## src/rtl/pad_cfg_pkg.sv

```systemverilog
// Purpose: constants for the pad mode and output rail select block
// Assumes: avalon-mm slave, 32-bit data, byte addresses
// Notes: some printed offsets are not multiples of four, so they are kept as indices
`default_nettype none
package pad_cfg_pkg;
   localparam int ADDR_W = 32;
   localparam int DATA_W = 32;
   localparam int REG_W = 16;
   localparam int NUM_MODE = 4;
   // printed offsets serve as register indices; byte address is four times the index
   localparam logic [31:0] IDX_PIN6_MODE = 32'h50003052;
   localparam logic [31:0] IDX_PIN7_MODE = 32'h50003054;
   localparam logic [31:0] IDX_PIN8_MODE = 32'h50003056;
   localparam logic [31:0] IDX_PIN9_MODE = 32'h50003058;
   localparam logic [31:0] IDX_RAIL_SEL = 32'h50003070;
   localparam logic [31:0] IDX_PAD_STATUS = 32'h50003071;
   localparam logic [31:0] IDX_ANALOG_CTRL = 32'h50003073;
   // field layout of a pin mode register
   localparam int DIR_PULL_LSB = 8;
   localparam int DIR_PULL_MSB = 9;
   localparam int FUNC_SEL_LSB = 0;
   localparam int FUNC_SEL_MSB = 4;
   localparam logic [1:0] DIR_PULL_RST = 2'h2;
   localparam logic [4:0] FUNC_SEL_RST = 5'h00;
   localparam logic [15:0] MODE_MASK = 16'h031f;
   // field layout of the rail select register
   localparam int PORT0_RAIL_LSB = 0;
   localparam int PORT0_RAIL_MSB = 7;
   localparam int PORT1_RAIL_LSB = 8;
   localparam int PORT1_RAIL_MSB = 13;
   localparam logic [15:0] RAIL_MASK = 16'h3fff;
   localparam logic [15:0] RAIL_RST = 16'h0000;
   // direction and pull encodings
   localparam logic [1:0] DP_IN_NONE = 2'h0;
   localparam logic [1:0] DP_IN_UP = 2'h1;
   localparam logic [1:0] DP_IN_DOWN = 2'h2;
   localparam logic [1:0] DP_OUT = 2'h3;
   localparam logic [31:0] UNMAPPED_READ = 32'h00000000;
   typedef enum logic [1:0] {
      BUS_IDLE,
      BUS_ANSWER
   } bus_state_t;
endpackage : pad_cfg_pkg
`default_nettype wire

```

## src/rtl/pad_mode_and_rail_select.sv

```systemverilog
// Purpose: pin mode registers for port 2 pins 6..9 and the port 0/1 output rail select
// Assumes: avalon-mm master holds requests until waitrequest is low
// Notes: every access answers on the second edge after it is presented
`default_nettype none

// Summary of operation
// - each pin's two-bit field picks 00 input, 01 input pull-up, 10 input pull-down, 11 output.
// - after reset every pin's two-bit field holds 10, an input with pull-down.
// - a pin in analog mode ignores its two-bit field, so the pad sees no pull or drive.
// - rail select bits 13..8 steer port 1 pins 0..5 in order.
// - rail select bits 7..0 steer port 0 pins 0..7 in order.
// - a rail select bit at one feeds that pin's driver from the low-voltage rail.
// - a rail select bit at zero feeds it from the high-voltage rail, and all reset to zero.
// - four 16-bit mode registers for pins 6..9 sit at consecutive even offsets.
module pad_mode_and_rail_select
   import pad_cfg_pkg::*;
(
   input wire logic clock,
   input wire logic rst,
   input wire logic [ADDR_W-1:0] avs_address,
   input wire logic avs_read,
   input wire logic avs_write,
   input wire logic [DATA_W-1:0] avs_writedata,
   input wire logic [3:0] avs_byteenable,
   output logic [DATA_W-1:0] avs_readdata,
   output logic avs_waitrequest,
   input wire logic boost_mode,
   output logic [NUM_MODE-1:0] pin_pull_up_en,
   output logic [NUM_MODE-1:0] pin_pull_down_en,
   output logic [NUM_MODE-1:0] pin_output_en,
   output logic [NUM_MODE*5-1:0] pin_function_select,
   output logic [7:0] port0_rail_select,
   output logic [5:0] port1_rail_select,
   output logic rail_conflict
);

   bus_state_t state_ff, nxt_state;
   logic [DATA_W-1:0] rdata_ff, nxt_rdata;
   logic [15:0] mode_ff [NUM_MODE];
   logic [15:0] nxt_mode [NUM_MODE];
   logic [15:0] rail_ff, nxt_rail;
   logic [NUM_MODE-1:0] analog_ff, nxt_analog;
   logic [NUM_MODE-1:0] pull_up_ff, nxt_pull_up;
   logic [NUM_MODE-1:0] pull_down_ff, nxt_pull_down;
   logic [NUM_MODE-1:0] out_en_ff, nxt_out_en;
   logic [NUM_MODE*5-1:0] func_ff, nxt_func;
   logic [13:0] rail_out_ff, nxt_rail_out;
   logic conflict_ff, nxt_conflict;
   logic boost_s1_ff, boost_s2_ff, boost_s3_ff, boost_ff;
   logic nxt_boost;

   logic [15:0] wmask;
   logic [31:0] word_idx;
   logic req;

   assign req = avs_read | avs_write;
   assign wmask = {{8{avs_byteenable[1]}}, {8{avs_byteenable[0]}}};
   // index top bits do not fit a byte address, so they come from the register base
   assign word_idx = {IDX_PIN6_MODE[31:30], avs_address[ADDR_W-1:2]};

   // bus: one cycle to decode, answer with waitrequest low on the next
   always_comb begin
      nxt_state = state_ff;
      nxt_rdata = rdata_ff;
      for (int i = 0; i < NUM_MODE; i++) begin
         nxt_mode[i] = mode_ff[i];
      end
      nxt_rail = rail_ff;
      nxt_analog = analog_ff;
      case (state_ff)
         BUS_IDLE: begin
            if (req) begin
               nxt_state = BUS_ANSWER;
               nxt_rdata = UNMAPPED_READ;
               if (word_idx == IDX_PIN6_MODE) begin
                  nxt_rdata = {16'h0000, mode_ff[0]};
               end else if (word_idx == IDX_PIN7_MODE) begin
                  nxt_rdata = {16'h0000, mode_ff[1]};
               end else if (word_idx == IDX_PIN8_MODE) begin
                  nxt_rdata = {16'h0000, mode_ff[2]};
               end else if (word_idx == IDX_PIN9_MODE) begin
                  nxt_rdata = {16'h0000, mode_ff[3]};
               end else if (word_idx == IDX_RAIL_SEL) begin
                  nxt_rdata = {16'h0000, rail_ff};
               end else if (word_idx == IDX_PAD_STATUS) begin
                  nxt_rdata = {28'h0000000, conflict_ff, boost_ff, out_en_ff[1:0]};
               end else if (word_idx == IDX_ANALOG_CTRL) begin
                  nxt_rdata = {{(DATA_W-NUM_MODE){1'b0}}, analog_ff};
               end
            end
         end
         BUS_ANSWER: begin
            nxt_state = BUS_IDLE;
            if (avs_write) begin
               if (word_idx == IDX_PIN6_MODE) begin
                  nxt_mode[0] = (mode_ff[0] & ~wmask) | (avs_writedata[15:0] & wmask & MODE_MASK);
               end else if (word_idx == IDX_PIN7_MODE) begin
                  nxt_mode[1] = (mode_ff[1] & ~wmask) | (avs_writedata[15:0] & wmask & MODE_MASK);
               end else if (word_idx == IDX_PIN8_MODE) begin
                  nxt_mode[2] = (mode_ff[2] & ~wmask) | (avs_writedata[15:0] & wmask & MODE_MASK);
               end else if (word_idx == IDX_PIN9_MODE) begin
                  nxt_mode[3] = (mode_ff[3] & ~wmask) | (avs_writedata[15:0] & wmask & MODE_MASK);
               end else if (word_idx == IDX_RAIL_SEL) begin
                  nxt_rail = (rail_ff & ~wmask) | (avs_writedata[15:0] & wmask & RAIL_MASK);
               end else if (word_idx == IDX_ANALOG_CTRL && avs_byteenable[0]) begin
                  nxt_analog = avs_writedata[NUM_MODE-1:0];
               end
            end
         end
         default: begin
            nxt_state = BUS_IDLE;
         end
      endcase
   end

   always_ff @(posedge clock) begin
      if (rst) begin
         state_ff <= BUS_IDLE;
         rdata_ff <= 32'h00000000;
         for (int i = 0; i < NUM_MODE; i++) begin
            mode_ff[i] <= {6'h00, DIR_PULL_RST, 3'h0, FUNC_SEL_RST};
         end
         rail_ff <= RAIL_RST;
         analog_ff <= '0;
      end else begin
         state_ff <= nxt_state;
         rdata_ff <= nxt_rdata;
         for (int i = 0; i < NUM_MODE; i++) begin
            mode_ff[i] <= nxt_mode[i];
         end
         rail_ff <= nxt_rail;
         analog_ff <= nxt_analog;
      end
   end

   assign avs_waitrequest = (state_ff != BUS_ANSWER);
   assign avs_readdata = rdata_ff;

   // pad controls decoded from the mode fields
   always_comb begin
      logic [1:0] dp;
      dp = 2'h0;
      nxt_pull_up = '0;
      nxt_pull_down = '0;
      nxt_out_en = '0;
      nxt_func = '0;
      for (int i = 0; i < NUM_MODE; i++) begin
         dp = mode_ff[i][DIR_PULL_MSB:DIR_PULL_LSB];
         nxt_func[i*5 +: 5] = mode_ff[i][FUNC_SEL_MSB:FUNC_SEL_LSB];
         if (!analog_ff[i]) begin
            nxt_pull_up[i] = (dp == DP_IN_UP);
            nxt_pull_down[i] = (dp == DP_IN_DOWN);
            nxt_out_en[i] = (dp == DP_OUT);
         end
      end
      // bit at one picks the low rail, at zero the high rail
      nxt_rail_out = rail_ff[PORT1_RAIL_MSB:PORT0_RAIL_LSB];
      // low-rail request while the converter is not boosting is flagged
      nxt_conflict = (|rail_ff[PORT1_RAIL_MSB:PORT0_RAIL_LSB]) && !boost_ff;
   end

   // boost strap from the supply domain passes three flops, then a fourth that loads only when the last two agree
   always_comb begin
      nxt_boost = boost_ff;
      if (boost_s2_ff == boost_s3_ff) begin
         nxt_boost = boost_s3_ff;
      end
   end

   always_ff @(posedge clock) begin
      if (rst) begin
         pull_up_ff <= '0;
         pull_down_ff <= '0;
         out_en_ff <= '0;
         func_ff <= '0;
         rail_out_ff <= '0;
         conflict_ff <= 1'b0;
         boost_s1_ff <= 1'b0;
         boost_s2_ff <= 1'b0;
         boost_s3_ff <= 1'b0;
         boost_ff <= 1'b0;
      end else begin
         pull_up_ff <= nxt_pull_up;
         pull_down_ff <= nxt_pull_down;
         out_en_ff <= nxt_out_en;
         func_ff <= nxt_func;
         rail_out_ff <= nxt_rail_out;
         conflict_ff <= nxt_conflict;
         boost_s1_ff <= boost_mode;
         boost_s2_ff <= boost_s1_ff;
         boost_s3_ff <= boost_s2_ff;
         boost_ff <= nxt_boost;
      end
   end

   assign pin_pull_up_en = pull_up_ff;
   assign pin_pull_down_en = pull_down_ff;
   assign pin_output_en = out_en_ff;
   assign pin_function_select = func_ff;
   assign port0_rail_select = rail_out_ff[PORT0_RAIL_MSB:PORT0_RAIL_LSB];
   assign port1_rail_select = rail_out_ff[PORT1_RAIL_MSB:PORT1_RAIL_LSB];
   assign rail_conflict = conflict_ff;

endmodule : pad_mode_and_rail_select
`default_nettype wire

```

## config.mk

```make
export PLATFORM = sky130hd
export DESIGN_NAME = pad_mode_and_rail_select
export DESIGN_NICKNAME = d
export VERILOG_FILES = /design/src/rtl/pad_cfg_pkg.sv /design/src/rtl/pad_mode_and_rail_select.sv
export SDC_FILE = /design/constraint.sdc
export NUM_CORES = 1
export LEC_CHECK = 0
export ABC_AREA = 1
export ABC_CLOCK_PERIOD_IN_PS = 2500
export BUFFER_PORTS_ARGS = -buffer_cell sky130_fd_sc_hd__buf_2
export CORE_MARGIN = 1
export CORE_UTILIZATION = 50
export CTS_BUF_LIST = sky130_fd_sc_hd__clkbuf_8
export CTS_CLUSTER_DIAMETER = 30
export DETAILED_ROUTE_END_ITERATION = 12
export GPL_TIMING_DRIVEN = 0
export PLACE_DENSITY = 0.76
export SKIP_LAST_GASP = 1
export SLEW_MARGIN = 40
export SYNTH_ARGS = -nofsm -noshare
export SYNTH_HDL_FRONTEND = slang
export SYNTH_SLANG_ARGS = --single-unit
```

## constraint.sdc

```tcl
create_clock -name clock -period 2.5 [get_ports clock]
set_input_delay 0.375 -clock clock [delete_from_list [all_inputs] [get_ports clock]]
set_output_delay 0.375 -clock clock [all_outputs]
set_load 0.005 [all_outputs]
```

==> impl_metrics.json <==
{
  "grt_pass1_vias": 5393,
  "grt-ovfl-total": 0,
  "setup_ws_ns": 0.7904,
  "p_leak_nw": 3.506,
  "track_usage_pct": 27.01,
  "arrival_ns": 2.06,
  "grt_max_degree": 17,
  "reg2reg_slack_ns": 0.79,
  "grt_use_met1_pct": 33.96,
  "ys_types": 36,
  "fin_crit_ns": 1.710,
  "post-dp-hpwl_um": 12210,
  "drtPass1Iterations": 5,
  "start_util_pct": 51.88,
  "ir_worst_vdd_mv": 0.5727,
  "startpoint": "state_ff[0]$_SDFFE_PP0N_",
  "h-tree-depth": 4,
  "nets": 1064,
  "holdCritPathClass": "primary input to flop",
  "fin_area_sq_um": 7498,
  "min_from": "boost_mode",
  "tightest_slew_ns": 0.6503,
  "synth_top_cells_by_count": "dfxtp_1 (152), nor2_1 (138), nand2_1 (132), inv_1 (116), nand3_1 (69)",
  "multi_input_area_sq_um": 2544,
  "syn_area_per_cell_sq_um": 7.436,
  "ys_ff_latch": 152,
  "ys.flop_type": "dfxtp_1",
  "seqPwrFrac_pct": 54.3,
  "rr_startpoint": "state_ff[0]$_SDFFE_PP0N_",
  "whs_path_depth": 3,
  "die_h_um": 114.1,
  "p_comb_share_pct": 5.4,
  "dp_cells": 1140,
  "status": "finished, final reports clean",
  "grt_pass1_wl_um": 26700,
  "worst_clock_skew_ns": 0.009147,
  "post_cts_buffers": 0,
  "clk_pin_slew_ns": 0.09,
  "hold_buffers": 0,
  "fill_cells": 1159,
  "drv_cap": 0,
  "rsz0062_at_grt": "no",
  "die-area_sq_um": 13020,
  "r2r_cells": 9,
  "pin_count": 153,
  "wl_per_cell_um": 14.01,
  "powerDensity_nw_per_um2": 597.2,
  "globalRouteMet2Util_pct": 44.97,
  "synth_top_area_share_pct": 48.43,
  "placementRows": 40,
  "tns_ns": 0,
  "p_sw_share_pct": 25.43,
  "drc": 0,
  "die_width_um": 114.1,
  "synthCells": 845,
  "timing.fmax_mhz": 584.9,
  "seq_area_sq_um": 3043,
  "grt.met3_usage_pct": 7.200,
  "cp-start-kind": "flop",
  "p_int_mw": 3.339,
  "yosysWarnings": 0,
  "cp.required_ns": 2.85,
  "ctsResizeCount": 0,
  "root_buffer": "clkbuf_8",
  "critPathKind": "flop to flop",
  "clock_path_buffers": 2,
  "worstSetupEndpointType": "flop",
  "synth_top_area_cell": "dfxtp_1",
  "final_max_slew_viol_count": 0,
  "antenna_found_initial": 0,
  "drt_wl_total_um": 16420,
  "area_growth_pct": 19.33,
  "netlist_top_cells_area": "dfxtp_1 (48%), nor2_1 (8.2%), nand2_1 (7.9%), inv_1 (6.9%), nand3_1 (5.5%)",
  "crit_fanout": 9,
  "coreArea_sq_um": 12110,
  "hold_violations": 0,
  "port_buffers": 112,
  "viasPerCell": 4.933,
  "ant_nets": 0,
  "cts_tree": "built",
  "netlist_area_sq_um": 6284,
  "busiest_layer": "met2",
  "synthArstFlopShare_pct": 0,
  "synth-seq-area-share_pct": 48.43,
  "place_ws_ns": 0.4076,
  "drt_iter0_markers": 436,
  "cts_sinks": 152,
  "place_congestion": 0.9201,
  "maxSlewHeadroom_pct": 56.65,
  "clock_latency_ns": 0.46,
  "finalCritPeriodShare_pct": 68.39,
  "drive_gt1_share_pct": 23.01,
  "vias": 5781,
  "cts_buffers": 17,
  "switchingPower_mw": 1.139,
  "setup_viol": 0,
  "power_frac_clock_pct": 40.4,
  "final_cells": 1172,
  "insertedDiodeCount": 0,
  "synth_edf_count": 0,
  "placed_cell_area_sq_um": 7114,
  "synth.most_common_cell": "dfxtp_1"
}
==> layout by cell type (no fill, tap or decap), drive strengths merged, types with 5 or more instances in the layout <==
master,count
nor2,156
nand2,139
buf,139
dfxtp,152
nand3,74
nand4,8
clkbuf,35
clkinv,6
nor3,29
conb,16
inv,139
a211oi,5
a21oi,43
o21ai,50
==> power by group through the flow <==
| stage | Sequential [mW] | Clock (mW) | Combinational (mW) |
|---|---|---|---|
| 2_1_floorplan | 2.49 | 0 | 0.133 |
| 3_3_place_gp | 2.49 | 0 | 0.233 |
| 3_5_place_dp | 2.49 | 0 | 0.236 |
| 4_1_cts | 2.43 | 1.82 | 0.237 |
| 5_1_grt | 2.43 | 1.93 | 0.267 |
| 6_report | 2.43 | 1.81 | 0.240 |
==> critical path, stage by stage (launching register included) <==
cell and delay [ns]:
dfxtp_1 0.38, nand2_1 0.14, inv_1 0.18, nand2_4 0.12, nor2_8 0.15, nand2_2 0.09, nor2_4 0.23, inv_2 0.11
nor2_1 0.13, nor2_1 0.06
==> kinds of logic after synthesis <==
group	synth area share, %
other cells	0.05968
simple gates	30.80
buf+inv	12.05
flops	48.43
compound gates	8.662
==> cell type report <==
cell class / instances / area share [%]
buffer: 44 / 3.371
clock buffer: 18 / 3.304
clock inverter: 14 / 1.819
inverter: 134 / 6.725
multi-input combinational: 530 / 33.92
sequential: 152 / 40.58
tap: 168 / 2.803
timing repair buffer: 112 / 7.475
==> metal layers <==
| metal | up-vias | share of wire (%) |
|---|---|---|
| met5 | - | 0 |
| met1 | 2615 | 44 |
| li1 | 2899 | - |
| met4 | 0 | 2.4 |
| met3 | 39 | 7.5 |
| met2 | 228 | 47 |
==> stage by stage <==
stage | power (mW) | hold WS, ns | util (%)
6_report | 4.478 | 0.1074 | 61.91
5_1_grt | 4.630 | 0.08470 | 61.91
4_1_cts | 4.490 | 0.09590 | 61.91
3_5_place_dp | 2.723 | 0.4017 | 58.74
3_3_place_gp | 2.720 | 0.3903 | 58.71
2_1_floorplan | 2.619 | 0.3883 | -
==> how the worst min path moves through the flow <==
stage	slack, ns	to
after floorplan	0.39	boost_s2_ff$_SDFF_PP0_
after global placement	0.39	boost_s2_ff$_SDFF_PP0_
after detailed placement	0.40	boost_s2_ff$_SDFF_PP0_
after CTS	0.1	boost_s1_ff$_SDFF_PP0_
after global routing	0.08	boost_s1_ff$_SDFF_PP0_
final	0.11	boost_s1_ff$_SDFF_PP0_
Power figures use the tool's default switching activity.
